## src/shared/sgabc_pkg.sv

```systemverilog
package sgabc_pkg;

  ////////////////////////////////////////////////////////////////////////////
  // Register map
  localparam logic [7:0] ADDR_AGING_BACKOFF_CONTROL = 8'h03;
  localparam logic [7:0] ADDR_FORWARDING_POLICY_CONTROL = 8'h04;

  // Aging / back-off control fields
  localparam int BIT_AGING_EN = 2;
  localparam int BIT_FAST_AGE = 1;
  localparam int BIT_AGGR_BACKOFF = 0;

  // Forwarding policy control fields
  localparam int BIT_VLAN_MISMATCH_DISCARD = 7;
  localparam int BIT_MCAST_STORM_EXCL = 6;
  localparam int BIT_BP_MODE = 5;
  localparam int BIT_FAIR_MODE = 4;
  localparam int BIT_NO_EXC_COLL_DROP = 3;

  // Reset values before the straps are taken
  localparam logic RST_AGING_EN = 1'b1;
  localparam logic RST_FAST_AGE = 1'b0;
  localparam logic RST_AGGR_BACKOFF = 1'b0;
  localparam logic RST_VLAN_MISMATCH_DISCARD = 1'b1;
  localparam logic RST_MCAST_STORM_EXCL = 1'b1;
  localparam logic RST_BP_MODE = 1'b1;
  localparam logic RST_FAIR_MODE = 1'b1;
  localparam logic RST_NO_EXC_COLL_DROP = 1'b0;

  ////////////////////////////////////////////////////////////////////////////
  // Packet classification constants
  localparam logic [47:0] DA_BROADCAST = 48'hFFFFFFFFFFFF;
  localparam int DA_GROUP_BIT = 40;
  localparam logic [4:0] EXC_COLL_LIMIT = 5'h10;

  ////////////////////////////////////////////////////////////////////////////
  // Timing
  localparam int AGE_TIMER_W = 34;
  localparam logic [AGE_TIMER_W-1:0] CLK_HZ = 34'h0_02FAF080;
  localparam logic [AGE_TIMER_W-1:0] AGE_NORMAL_S = 34'h0_0000012C;
  localparam logic [AGE_TIMER_W-1:0] AGE_FAST_US = 34'h0_00000320;
  localparam logic [AGE_TIMER_W-1:0] US_PER_S = 34'h0_000F4240;
  localparam logic [AGE_TIMER_W-1:0] AGE_NORMAL_CYC = AGE_NORMAL_S * CLK_HZ;
  // Divide first so the product stays inside the timer width
  localparam logic [AGE_TIMER_W-1:0] AGE_FAST_CYC = AGE_FAST_US * (CLK_HZ / US_PER_S);

  // Strap capture sequence
  localparam logic [1:0] STRAP_SETTLE_CYC = 2'h2;

  typedef enum logic [1:0]
  {
    ST_SETTLE,
    ST_LOAD,
    ST_RUN
  } sgabc_state_t;

endpackage

```

## src/shared/sgabc_age_if.sv

```systemverilog
`timescale 1ns/1ps
interface sgabc_age_if;
  logic age_en;
  logic fast_en;
  logic tick;

  modport ctrl
  (
    output age_en,
    output fast_en,
    input tick
  );

  modport timer
  (
    input age_en,
    input fast_en,
    output tick
  );
endinterface

```

## src/hw/sgabc_age_timer.sv

```systemverilog
`timescale 1ns/1ps
module sgabc_age_timer
  import sgabc_pkg::*;
#(
  parameter logic [AGE_TIMER_W-1:0] P_NORMAL_CYC = AGE_NORMAL_CYC,
  parameter logic [AGE_TIMER_W-1:0] P_FAST_CYC = AGE_FAST_CYC
)
(
  input wire logic i_clk_sys,
  input wire logic i_reset_n,
  sgabc_age_if.timer age
);

  logic [AGE_TIMER_W-1:0] count_reg;
  logic [AGE_TIMER_W-1:0] limit;
  logic tick_reg;

  ////////////////////////////////////////////////////////////////////////////
  // Period select
  assign limit = age.fast_en ? P_FAST_CYC : P_NORMAL_CYC;

  ////////////////////////////////////////////////////////////////////////////
  // Age period counter, cleared while aging is off
  always_ff @(posedge i_clk_sys or negedge i_reset_n)
  begin
    if (!i_reset_n)
    begin
      count_reg <= '0;
      tick_reg <= 1'b0;
    end
    else if (!age.age_en)
    begin
      count_reg <= '0;
      tick_reg <= 1'b0;
    end
    else if (count_reg >= limit - 1'b1)
    begin
      count_reg <= '0;
      tick_reg <= 1'b1;
    end
    else
    begin
      count_reg <= count_reg + 1'b1;
      tick_reg <= 1'b0;
    end
  end

  assign age.tick = tick_reg;

endmodule

```

## src/hw/sgabc_ctrl.sv

```systemverilog
`timescale 1ns/1ps
module sgabc_ctrl
  import sgabc_pkg::*;
#(
  parameter logic [AGE_TIMER_W-1:0] P_AGE_NORMAL_CYC = AGE_NORMAL_CYC,
  parameter logic [AGE_TIMER_W-1:0] P_AGE_FAST_CYC = AGE_FAST_CYC
)
(
  input wire logic i_clk_sys,
  input wire logic i_reset_n,
  input wire logic i_aging_strap_pin,
  input wire logic i_backoff_strap_pin,
  input wire logic i_collision_drop_strap_pin,
  input wire logic [7:0] i_reg_addr,
  input wire logic i_reg_wr,
  input wire logic i_reg_rd,
  input wire logic [7:0] i_reg_wdata,
  output logic [7:0] o_reg_rdata,
  output logic o_reg_ready,
  input wire logic i_da_valid,
  input wire logic [47:0] i_da,
  output logic o_storm_count,
  input wire logic i_fwd_valid,
  input wire logic i_fwd_crosses_vlan,
  input wire logic i_fwd_known_unicast,
  output logic o_fwd_permit,
  output logic o_fwd_block,
  input wire logic i_contend_valid,
  output logic o_drop_nonfc_src,
  output logic o_pause_fc_src,
  input wire logic i_coll_valid,
  input wire logic [4:0] i_coll_count,
  output logic o_coll_drop,
  output logic o_coll_retry,
  output logic o_age_tick,
  output logic o_aging_active,
  output logic o_fast_age_active,
  output logic o_backoff_aggressive,
  output logic o_bp_carrier_sense,
  output logic o_bp_collision
);

  sgabc_state_t state_reg;
  logic [1:0] settle_reg;
  logic [2:0] strap_meta_reg;
  logic [2:0] strap_sync_reg;
  logic aging_en_reg;
  logic fast_age_reg;
  logic aggr_backoff_reg;
  logic vlan_discard_reg;
  logic mcast_excl_reg;
  logic bp_mode_reg;
  logic fair_mode_reg;
  logic no_exc_drop_reg;
  logic wr_ok;
  logic storm_hit;
  sgabc_age_if age_bus();

  ////////////////////////////////////////////////////////////////////////////
  // Strap synchronisers
  always_ff @(posedge i_clk_sys or negedge i_reset_n)
  begin
    if (!i_reset_n)
    begin
      strap_meta_reg <= '0;
      strap_sync_reg <= '0;
    end
    else
    begin
      strap_meta_reg <= {i_collision_drop_strap_pin, i_backoff_strap_pin, i_aging_strap_pin};
      strap_sync_reg <= strap_meta_reg;
    end
  end

  ////////////////////////////////////////////////////////////////////////////
  // Strap capture sequence after reset release
  always_ff @(posedge i_clk_sys or negedge i_reset_n)
  begin
    if (!i_reset_n)
    begin
      state_reg <= ST_SETTLE;
      settle_reg <= '0;
    end
    else
    begin
      unique case (state_reg)
        ST_SETTLE:
        begin
          settle_reg <= settle_reg + 1'b1;
          if (settle_reg == STRAP_SETTLE_CYC)
          begin
            state_reg <= ST_LOAD;
          end
        end
        ST_LOAD:
        begin
          state_reg <= ST_RUN;
        end
        ST_RUN:
        begin
          state_reg <= ST_RUN;
        end
      endcase
    end
  end

  assign wr_ok = i_reg_wr && (state_reg == ST_RUN);
  assign o_reg_ready = (state_reg == ST_RUN);

  ////////////////////////////////////////////////////////////////////////////
  // Aging and back-off control register
  always_ff @(posedge i_clk_sys or negedge i_reset_n)
  begin
    if (!i_reset_n)
    begin
      aging_en_reg <= RST_AGING_EN;
      fast_age_reg <= RST_FAST_AGE;
      aggr_backoff_reg <= RST_AGGR_BACKOFF;
    end
    else if (state_reg == ST_LOAD)
    begin
      aging_en_reg <= strap_sync_reg[0];
      aggr_backoff_reg <= strap_sync_reg[1];
    end
    else if (wr_ok && i_reg_addr == ADDR_AGING_BACKOFF_CONTROL)
    begin
      aging_en_reg <= i_reg_wdata[BIT_AGING_EN];
      fast_age_reg <= i_reg_wdata[BIT_FAST_AGE];
      aggr_backoff_reg <= i_reg_wdata[BIT_AGGR_BACKOFF];
    end
  end

  ////////////////////////////////////////////////////////////////////////////
  // Forwarding policy control register
  always_ff @(posedge i_clk_sys or negedge i_reset_n)
  begin
    if (!i_reset_n)
    begin
      vlan_discard_reg <= RST_VLAN_MISMATCH_DISCARD;
      mcast_excl_reg <= RST_MCAST_STORM_EXCL;
      bp_mode_reg <= RST_BP_MODE;
      fair_mode_reg <= RST_FAIR_MODE;
      no_exc_drop_reg <= RST_NO_EXC_COLL_DROP;
    end
    else if (state_reg == ST_LOAD)
    begin
      no_exc_drop_reg <= strap_sync_reg[2];
    end
    else if (wr_ok && i_reg_addr == ADDR_FORWARDING_POLICY_CONTROL)
    begin
      vlan_discard_reg <= i_reg_wdata[BIT_VLAN_MISMATCH_DISCARD];
      mcast_excl_reg <= i_reg_wdata[BIT_MCAST_STORM_EXCL];
      bp_mode_reg <= i_reg_wdata[BIT_BP_MODE];
      fair_mode_reg <= i_reg_wdata[BIT_FAIR_MODE];
      no_exc_drop_reg <= i_reg_wdata[BIT_NO_EXC_COLL_DROP];
    end
  end

  ////////////////////////////////////////////////////////////////////////////
  // Register read port
  always_ff @(posedge i_clk_sys or negedge i_reset_n)
  begin
    if (!i_reset_n)
    begin
      o_reg_rdata <= 8'h00;
    end
    else if (i_reg_rd)
    begin
      o_reg_rdata <= 8'h00;
      if (i_reg_addr == ADDR_AGING_BACKOFF_CONTROL)
      begin
        o_reg_rdata[BIT_AGING_EN] <= aging_en_reg;
        o_reg_rdata[BIT_FAST_AGE] <= fast_age_reg;
        o_reg_rdata[BIT_AGGR_BACKOFF] <= aggr_backoff_reg;
      end
      else if (i_reg_addr == ADDR_FORWARDING_POLICY_CONTROL)
      begin
        o_reg_rdata[BIT_VLAN_MISMATCH_DISCARD] <= vlan_discard_reg;
        o_reg_rdata[BIT_MCAST_STORM_EXCL] <= mcast_excl_reg;
        o_reg_rdata[BIT_BP_MODE] <= bp_mode_reg;
        o_reg_rdata[BIT_FAIR_MODE] <= fair_mode_reg;
        o_reg_rdata[BIT_NO_EXC_COLL_DROP] <= no_exc_drop_reg;
      end
    end
  end

  ////////////////////////////////////////////////////////////////////////////
  // Age timer
  assign age_bus.age_en = aging_en_reg;
  assign age_bus.fast_en = fast_age_reg;

  sgabc_age_timer #(
    .P_NORMAL_CYC(P_AGE_NORMAL_CYC),
    .P_FAST_CYC(P_AGE_FAST_CYC)
  ) u_age_timer (
    .i_clk_sys(i_clk_sys),
    .i_reset_n(i_reset_n),
    .age(age_bus.timer)
  );

  assign o_age_tick = age_bus.tick;

  ////////////////////////////////////////////////////////////////////////////
  // Mode levels to the MAC and aging logic
  always_ff @(posedge i_clk_sys or negedge i_reset_n)
  begin
    if (!i_reset_n)
    begin
      o_aging_active <= 1'b0;
      o_fast_age_active <= 1'b0;
      o_backoff_aggressive <= 1'b0;
      o_bp_carrier_sense <= 1'b0;
      o_bp_collision <= 1'b0;
    end
    else
    begin
      o_aging_active <= aging_en_reg;
      o_fast_age_active <= aging_en_reg && fast_age_reg;
      o_backoff_aggressive <= aggr_backoff_reg;
      o_bp_carrier_sense <= bp_mode_reg;
      o_bp_collision <= !bp_mode_reg;
    end
  end

  ////////////////////////////////////////////////////////////////////////////
  // Per-packet decisions, one cycle after the request
  assign storm_hit = (i_da == DA_BROADCAST) || (!mcast_excl_reg && i_da[DA_GROUP_BIT]);

  always_ff @(posedge i_clk_sys or negedge i_reset_n)
  begin
    if (!i_reset_n)
    begin
      o_storm_count <= 1'b0;
      o_fwd_permit <= 1'b0;
      o_fwd_block <= 1'b0;
      o_drop_nonfc_src <= 1'b0;
      o_pause_fc_src <= 1'b0;
      o_coll_drop <= 1'b0;
      o_coll_retry <= 1'b0;
    end
    else
    begin
      o_storm_count <= i_da_valid && storm_hit;
      o_fwd_permit <= i_fwd_valid && (!i_fwd_crosses_vlan
                      || (!vlan_discard_reg && i_fwd_known_unicast));
      o_fwd_block <= i_fwd_valid && i_fwd_crosses_vlan
                     && (vlan_discard_reg || !i_fwd_known_unicast);
      o_drop_nonfc_src <= i_contend_valid && fair_mode_reg;
      o_pause_fc_src <= i_contend_valid && !fair_mode_reg;
      o_coll_drop <= i_coll_valid && (i_coll_count >= EXC_COLL_LIMIT)
                     && !no_exc_drop_reg;
      o_coll_retry <= i_coll_valid && (i_coll_count >= EXC_COLL_LIMIT)
                      && no_exc_drop_reg;
    end
  end

endmodule

```

## config.mk

```make
export PLATFORM = sky130hd
export DESIGN_NAME = sgabc_ctrl
export DESIGN_NICKNAME = d
export VERILOG_FILES = /design/src/shared/sgabc_pkg.sv /design/src/shared/sgabc_age_if.sv /design/src/hw/sgabc_age_timer.sv /design/src/hw/sgabc_ctrl.sv
export SDC_FILE = /design/constraint.sdc
export NUM_CORES = 1
export LEC_CHECK = 0
export ABC_AREA = 1
export BUFFER_PORTS_ARGS = -buffer_cell sky130_fd_sc_hd__buf_4
export CORE_MARGIN = 8
export CORE_UTILIZATION = 54
export DETAILED_ROUTE_END_ITERATION = 12
export HOLD_SLACK_MARGIN = 0.1
export MAX_ROUTING_LAYER = met4
export PLACE_DENSITY = 0.8
export SLEW_MARGIN = 10
export SYNTH_ARGS = -nofsm -noshare
export SYNTH_HDL_FRONTEND = slang
export SYNTH_HIERARCHICAL = 1
export SYNTH_SLANG_ARGS = --single-unit
```

## constraint.sdc

```tcl
create_clock -name i_clk_sys -period 2.4 [get_ports i_clk_sys]
set_clock_uncertainty 0.05 [all_clocks]
set_input_delay 0.24 -clock i_clk_sys [delete_from_list [all_inputs] [get_ports i_clk_sys]]
set_output_delay 0.24 -clock i_clk_sys [all_outputs]
set_load 0.02 [all_outputs]
```

Word level (Yosys, flattened, before mapping):

Cells that the tools add are included.

* register bits after elaboration: 73
* output and inout bits: 22
* bits of input ports: 82

* reductions and logical operators: 31
* $add $sub $neg: 3
* bitwise operators: 1
* multiplexer cells: 16
* equality and inequality tests: 7
* magnitude comparators: 2

Operator list (count)
* $mux 34: 3
* $eq 48x48->1 const B: 1
* $add 34x1->34 const B: 1
* $ge 34x34->1: 1
* $sub 34x1->34 const B: 1
* $logic_and 1x1->1: 15
* $mux 5: 2
* $eq 8x2->1 const B: 1
* $eq 8x3->1 const B: 1
* $mux 1: 8
* $logic_not 1->1: 7
* $ge 5x5->1 const B: 1
* $eq 2x2->1 const B: 2
* $pmux 2 s2: 1
* $reduce_and 2->1: 2
* $reduce_bool 2->1: 2
* $logic_or 1x1->1: 3
* $mux 3: 1
* $add 2x1->2 const B: 1
* $eq 2x1->1 const B: 1
* $logic_not 2->1: 1
* $mux 2: 1
* $ne 2x2->1 const B: 1
* $reduce_or 2->1: 1
* $not 1->1: 1

Depth between registers and ports, before layout:

Gate-level depths: netlist of the first run.

* depth in word-level cells: 5
* mapped depth: 11
* depth with buffers taken out: 11

Cells and area by module:

Netlist of the first run, hierarchy kept.

By module, submodules not included
* sgabc_age_timer: times used 1, cells an instance 388, area an instance 2668.8 um^2
* sgabc_ctrl: times used 1, cells an instance 195, area an instance 1674.1 um^2

Least setup slack after synthesis of the first run:

Ideal clock, no wire load.

* path kind: register -> register
* start point: register fast_age_reg, in the netlist age_bus.fast_en
* end point: register u_age_timer.count_reg[4]
* period minus slack after synthesis: 1936 ps
* stages on the path, launching flop included: 10
* slack: 464 ps
* library setup time: 122 ps
* required time: 2228 ps
* data arrival time: 1764 ps
* path through: dfrtp_1 > ha_1 > nand2_1 > nor2_1 > nor2b_1 > and2b_1 > nand2_2 > nand2_4 > buf_6 > nor2_2

* longest elaborated chain between the ends: 5

Ends and longest elaborated chain
* start, declared: line sgabc_ctrl.sv:48 `logic fast_age_reg;`
* start signal, assigned: line sgabc_ctrl.sv:128 `fast_age_reg <= i_reg_wdata[BIT_FAST_AGE];`
* $mux 34: line sgabc_age_timer.sv:20 `assign limit = age.fast_en ? P_FAST_CYC : P_NORMAL_CYC;`
* $sub 34x1->34: line sgabc_age_timer.sv:36 `else if (count_reg >= limit - 1'b1)`
* $ge 34x34->1: line sgabc_age_timer.sv:36
* $mux 34: line sgabc_age_timer.sv:36
* $mux 34: line sgabc_age_timer.sv:31 `else if (!age.age_en)`
* end signal, assigned: line sgabc_age_timer.sv:43 `count_reg <= count_reg + 1'b1;`
* end, declared: line sgabc_age_timer.sv:14 `logic [AGE_TIMER_W-1:0] count_reg;`

Every way passes these cells.
A chain may end at the register's enable or synchronous reset.

Final worst setup path of the first run:

* start point: register fast_age_reg, in the netlist age_bus.fast_en
* end point: register u_age_timer.count_reg[20]

Same word-level chain as after synthesis.

==> results.py, run 1 <==
metrics = {
    "power": {
        "leakage_nw": 2.80,
        "ir_drop_mv": 0.408,
        "powerDensity_nw_per_um2": 451,
    },
    "sta": {
        "fin_setup_tns_ns": 0,
        "drv_slew": 0,
        "rsz0062_at_grt": "no",
        "fin_crit_sh": 0.912,
        "period_needed_ns": 2.19,
        "fmax_mhz": 457,
        "fin_ws_ns": 0.210,
        "hold_violations": 0,
        "max_slew_margin": 0.398,
        "setup_viol": 0,
        "tightest_slew_ns": 0.903,
    },
    "floorplanning": {
        "die-area_um2": 11200,
        "initial_core_util": 0.559,
        "die_h_um": 106,
        "die_w_um": 106,
        "ios": 104,
        "rows": 32,
        "coreArea_um2": 7770,
    },
    "worst_setup_path": {
        "path_class": "flip-flop to flip-flop",
        "cp.arrival_ns": 2.38,
        "reg2reg_from": "age_bus.fast_en$_DFFE_PN0P_",
        "worst-path-max-fanout": 10,
        "rr_endpoint": "u_age_timer/count_reg[20]$_DFF_PN0_",
        "reg2reg_slack_ns": 0.21,
        "worstSetupStartpointType": "flip-flop",
        "reg2reg_depth": 11,
        "critPathCapture": "u_age_timer/count_reg[20]$_DFF_PN0_",
        "crit_path_end_kind": "flip-flop",
        "critPathRequiredTime_ns": 2.59,
        "crit_start": "age_bus.fast_en$_DFFE_PN0P_",
    },
    "route": {
        "drt_wl_total_um": 11600,
        "dr.first_iter.drc_count": 230,
        "routedWlPerCell_um": 14.2,
        "via_per_inst": 5.04,
        "drc": 0,
        "drtPass1Iterations": 4,
        "num_vias": 4104,
        "ant_nets": 0,
    },
    "cells_and_area": {
        "syn_to_final_growth_pct": 28.4,
        "final_core_util": 0.718,
        "largest_reg_flops": 34,
        "most-common-layout-cells": "186 x nand2_1, 103 x buf_4, 81 x nor2_1",
        "layout.cells.most_common": "nand2_1",
        "nets": 809,
        "num-fill-cells": 640,
        "drive_gt1_frac": 0.263,
        "final_cells": 814,
        "diodes": 0,
    },
    "synthesis": {
        "ys_seq_elements": 73,
        "synth_area_um2": 4340,
        "ys_warn_count": 6,
        "yosysUniqueCellTypes": 35,
        "yosysSeqAreaShare": 0.422,
        "syn_avg_cell_area_um2": 7.45,
        "syn-num-nets": 685,
        "syn_inst": 583,
    },
    "global_route": {
        "grt_usage": 0.220,
        "grt_pass1_wl_um": 19600,
        "antenna_found_initial": 0,
        "grt_max_degree": 74,
        "overflow": 0,
        "grt_pass1_vias": 4350,
    },
    "clocking": {
        "clk_pin_slew_ns": 0.08,
        "clk_latency_ns": 0.34,
        "clock_path_buffers": 2,
        "cts_tree": "built",
        "htree_levels": 3,
        "clock_sinks": 73,
        "cts_root_buf": "clkbuf_8",
        "cts_buffers": 9,
    },
    "worst_hold_path": {
        "hp-class": "input pin to flip-flop",
    },
    "status": {
        "status": "complete, no violations",
    },
    "run": {
        "drv_cap": 0,
    },
    "placement": {
        "dp_hpwl_um": 8790,
        "gp_congestion": 0.884,
        "io_buffers": 99,
        "post-place-ws_ns": 0.239,
        "dp.cells": 782,
    },
}
-- area by class of cell --
type                    count  area, um2  share of cell area
repair buffers            121        973               0.175
flip-flops and latches     73       1830               0.329
inverters                  59        221              0.0397
clock buffers              11        131              0.0236
well taps                 102        128              0.0229
multi-input cells         443       2230               0.400
clock inverters             5       56.3              0.0101
-- routing by layer --
metal / vias to the layer above / global-route usage / part of all wire / wire, um
met2: 140 / 0.365 / 0.49 / 5710
met5: - / - / 0 / 0
li1: 2064 / - / - / -
met4: 0 / 0.0623 / 0.014 / 165
met3: 12 / 0.0603 / 0.071 / 820
met1: 1888 / 0.256 / 0.42 / 4900
-- per-stage QoR --
stage               total power, W  hold slack, ns  cell area (um2)
floorplan                  0.00140          -0.106             4340
global placement           0.00155           0.282             5230
detailed placement         0.00156           0.286             5230
CTS                        0.00253           0.110             5580
global route               0.00261           0.114             5580
finish                     0.00251           0.121             5580
-- cell usage after synthesis, drive strengths merged --
master	number	area, um2
a21o	2	15.0
a21oi	16	87.6
and2	1	6.26
and2b	1	7.51
buf	5	43.8
clkbuf	3	11.3
clkinv	1	3.75
dfrtp	68	1700
dfstp	5	131
ha	20	250
inv	58	218
nand2	193	747
nand3	56	320
nand3b	1	7.51
nand4	3	18.8
nor2	123	611
nor2b	1	6.26
nor3	1	5.00
o21a	1	7.51
o21ai	15	75.1
or2	4	25.0
xor2	5	43.8
-- worst max-delay path, cell delays in order (launching register included) --
cell and delay, ns:
dfrtp_1 0.62, buf_4 0.24, inv_1 0.05, ha_1 0.27
nand3_1 0.07, nor3_1 0.21, nand2_1 0.10, nand2_2 0.07
nand2_2 0.07, nand2_4 0.09, buf_4 0.19, nor2_2 0.04
-- what timing repair did --
item,4_1_cts,5_1_grt
setup buffers,0,0
hold endpoints to repair,82,0
hold buffers,16,0
resized for setup,0,0
-- cells by family (layout without fill, tap and decap cells) --
group,Yosys count,after routing,share of synthesized area
AOI/OAI and AO/OA,34,34,0.0426
and+or+nand+nor,384,384,0.404
buffers and inverters,67,196,0.0637
xor gates and xnor gates,5,5,0.0101
DFF,73,73,0.422
adders and majority gates,20,20,0.0576
-- worst min path at each step --
stage / from / endpoint / slack [ns] / depth (start not counted)
3_5_place_dp: strap_meta_reg[1]$_DFF_PN0_ / strap_sync_reg[1]$_DFF_PN0_ / 0.29 / 0
3_3_place_gp: strap_meta_reg[2]$_DFF_PN0_ / strap_sync_reg[2]$_DFF_PN0_ / 0.28 / 0
6_report: i_coll_count[4] / o_coll_retry$_DFF_PN0_ / 0.12 / 3
5_1_grt: i_da[40] / o_storm_count$_DFF_PN0_ / 0.11 / 3
2_1_floorplan: i_reset_n / age_bus.fast_en$_DFFE_PN0P_ / -0.11 / 0
4_1_cts: i_coll_count[4] / o_coll_retry$_DFF_PN0_ / 0.11 / 3
-- power by group --
group	internal, W	leakage (nW)	switching (W)
combinational	0.000142	1.76	0.000124
clock	0.000480	0.0933	0.000474
sequential	0.00126	0.951	0.0000295
Power figures use the tool's default switching activity.
==> run 2: changes to the inputs <==
- PLACE_DENSITY: 0.8 -> 0.81
- SYNTH_HIERARCHICAL: 1 -> not set
==> results.py, run 2 <==
metrics = {
    "status": {
        "status": "complete, no violations",
    },
    "clocking": {
        "clock_sinks": 73,
        "clk_latency_ns": 0.36,
        "cts_root_buf": "clkbuf_8",
        "cts_tree": "built",
        "htree_levels": 3,
        "clock_path_buffers": 2,
        "cts_buffers": 9,
        "clk_pin_slew_ns": 0.09,
        "post_cts_buffers": 0,
    },
    "synthesis": {
        "synth-async-reset-ratio": 1.00,
        "dominantRegCellSynth": "dfrtp_1",
        "synth_top_area_share": 0.400,
        "synth_top_area_cell": "dfrtp_1",
        "syn_inst": 568,
        "yosysSeqAreaShare": 0.431,
        "yosysUniqueCellTypes": 38,
        "synth_common_cells": "147 x nand2_1, 95 x nor2_1, 68 x dfrtp_1",
        "synth.top_cells.by_area": "dfrtp_1 40%, nand2_1 13%, nor2_1 8.4%",
        "syn-num-nets": 670,
        "ys_seq_elements": 73,
        "synth.most_common_cell": "nand2_1",
        "syn_avg_cell_area_um2": 7.49,
        "ys_warn_count": 0,
        "synth_edf_count": 0,
        "synth_area_um2": 4250,
    },
    "floorplanning": {
        "initial_core_util": 0.553,
        "die_w_um": 105,
        "die_h_um": 105,
        "ios": 104,
        "rows": 32,
        "die-area_um2": 11000,
        "coreArea_um2": 7690,
    },
    "placement": {
        "gp_congestion": 0.903,
        "dp_hpwl_um": 8730,
        "dp.cells": 763,
        "io_buffers": 99,
    },
    "route": {
        "num_vias": 4107,
        "dr.first_iter.drc_count": 180,
        "drc": 0,
        "via_per_inst": 5.14,
        "routedWlPerCell_um": 14.5,
        "drt_wl_total_um": 11600,
        "ant_nets": 0,
        "drtPass1Iterations": 4,
    },
    "sta": {
        "rsz0062_at_grt": "no",
        "fin_crit_sh": 0.877,
        "drv_slew": 0,
        "tightest_slew_ns": 0.908,
        "max_slew_margin": 0.394,
        "fmax_mhz": 475,
        "period_needed_ns": 2.10,
        "fin_setup_tns_ns": 0,
        "hold_violations": 0,
        "setup_viol": 0,
    },
    "global_route": {
        "grt_util_met2": 0.378,
        "grt_pass1_vias": 4226,
        "grt_max_degree": 74,
        "antenna_found_initial": 0,
        "global_route.usage.met3": 0.0522,
        "grt_pass1_wl_um": 20000,
        "grt_usage": 0.226,
        "grt_busiest_layer": "met2",
        "grt_use_met1": 0.269,
        "overflow": 0,
    },
    "worst_setup_path": {
        "path_class": "flip-flop to flip-flop",
        "crit_path_end_kind": "flip-flop",
        "worst-path-max-fanout": 16,
        "cp.arrival_ns": 2.34,
        "critPathRequiredTime_ns": 2.63,
        "worstSetupStartpointType": "flip-flop",
    },
    "cells_and_area": {
        "most-common-layout-cells": "147 x nand2_1, 101 x buf_4, 95 x nor2_1",
        "num-fill-cells": 636,
        "syn_to_final_growth_pct": 29.1,
        "diodes": 0,
        "drive_gt1_frac": 0.228,
        "largest_reg_flops": 34,
        "final_cells": 799,
        "nets": 794,
        "layout.cells.most_common": "nand2_1",
    },
    "power": {
        "powerDensity_nw_per_um2": 465,
        "ir_drop_mv": 0.575,
        "leakage_nw": 2.73,
        "total_power_w": 0.00255,
    },
    "run": {
        "drv_cap": 0,
    },
    "worst_hold_path": {
        "hp-class": "input pin to flip-flop",
    },
}
run 2: final timing paths:
path                                             startpoint                                   to  slack, ns  cells after the start
worst min register to register  strap_meta_reg[1]$_DFF_PN0_          strap_sync_reg[1]$_DFF_PN0_       0.31                      0
worst min-delay path                               i_da[40]              o_storm_count$_DFF_PN0_       0.11                      3
worst max register to register  age_bus.fast_en$_DFFE_PN0P_  u_age_timer.count_reg[18]$_DFF_PN0_       0.30                     12
max in group asynchronous                         i_reset_n          age_bus.fast_en$_DFFE_PN0P_       1.15                      2
min in group asynchronous                         i_reset_n  u_age_timer.count_reg[32]$_DFF_PN0_       0.47                      2
worst max-delay path            age_bus.fast_en$_DFFE_PN0P_  u_age_timer.count_reg[18]$_DFF_PN0_       0.30                     12
run 2: cells by family after synthesis:
logic type,after synthesis,share of synthesized area
flops,73,0.431
buf+inv,75,0.0750
xor+xnor,4,0.00824
fa+ha+maj,20,0.0589
compound gates,42,0.0550
simple gates,354,0.372
run 2: critical path: stages (launching register included):
cell,delay [ns]
dfrtp_2,0.53
buf_4,0.21
ha_1,0.31
nand2_1,0.09
inv_1,0.04
a21oi_1,0.15
nand2_1,0.07
nand2_1,0.05
nand2_1,0.06
nand2_2,0.08
nand2_4,0.11
buf_12,0.18
nor2_1,0.10
run 2: metrics by stage:
step	instance area (um2)	setup slack (ns)	hold WS, ns	utilization
CTS	5490	0.154	0.102	0.714
finish	5490	0.296	0.115	0.714
global route	5490	0.133	0.109	0.714
global placement	5100	0.277	0.281	0.664
detailed placement	5100	0.185	0.286	0.664
floorplan	4250	0.485	-0.106	-
run 2: area by class of cell:
class	count	area, um2	share of cell area
Sequential cell	73	1830	0.334
Tap cell	102	128	0.0233
Timing Repair Buffer	123	998	0.182
Multi-Input combinational cell	420	2100	0.382
Clock inverter	7	61.3	0.0112
Clock buffer	9	124	0.0226
Inverter	65	244	0.0444
run 2: where the power goes:
part           internal, W  leakage, nW  switching [W]  total, W
Sequential         0.00127        0.943      0.0000334   0.00131
Clock             0.000395       0.0888       0.000537  0.000932
Combinational     0.000162         1.70       0.000155  0.000317
run 2: what timing repair did:
item | CTS | global route
endpoints found under the hold margin | 86 | 0
gates resized for setup | 0 | 1
hold buffers | 20 | 0
endpoints found under the setup margin | 0 | 3
run 2: layer usage:
| metal | vias up | part of all wire |
|---|---|---|
| met4 | 0 | 0.014 |
| met3 | 12 | 0.058 |
| li1 | 2056 | - |
| met5 | - | 0 |
| met1 | 1914 | 0.43 |
| met2 | 125 | 0.50 |
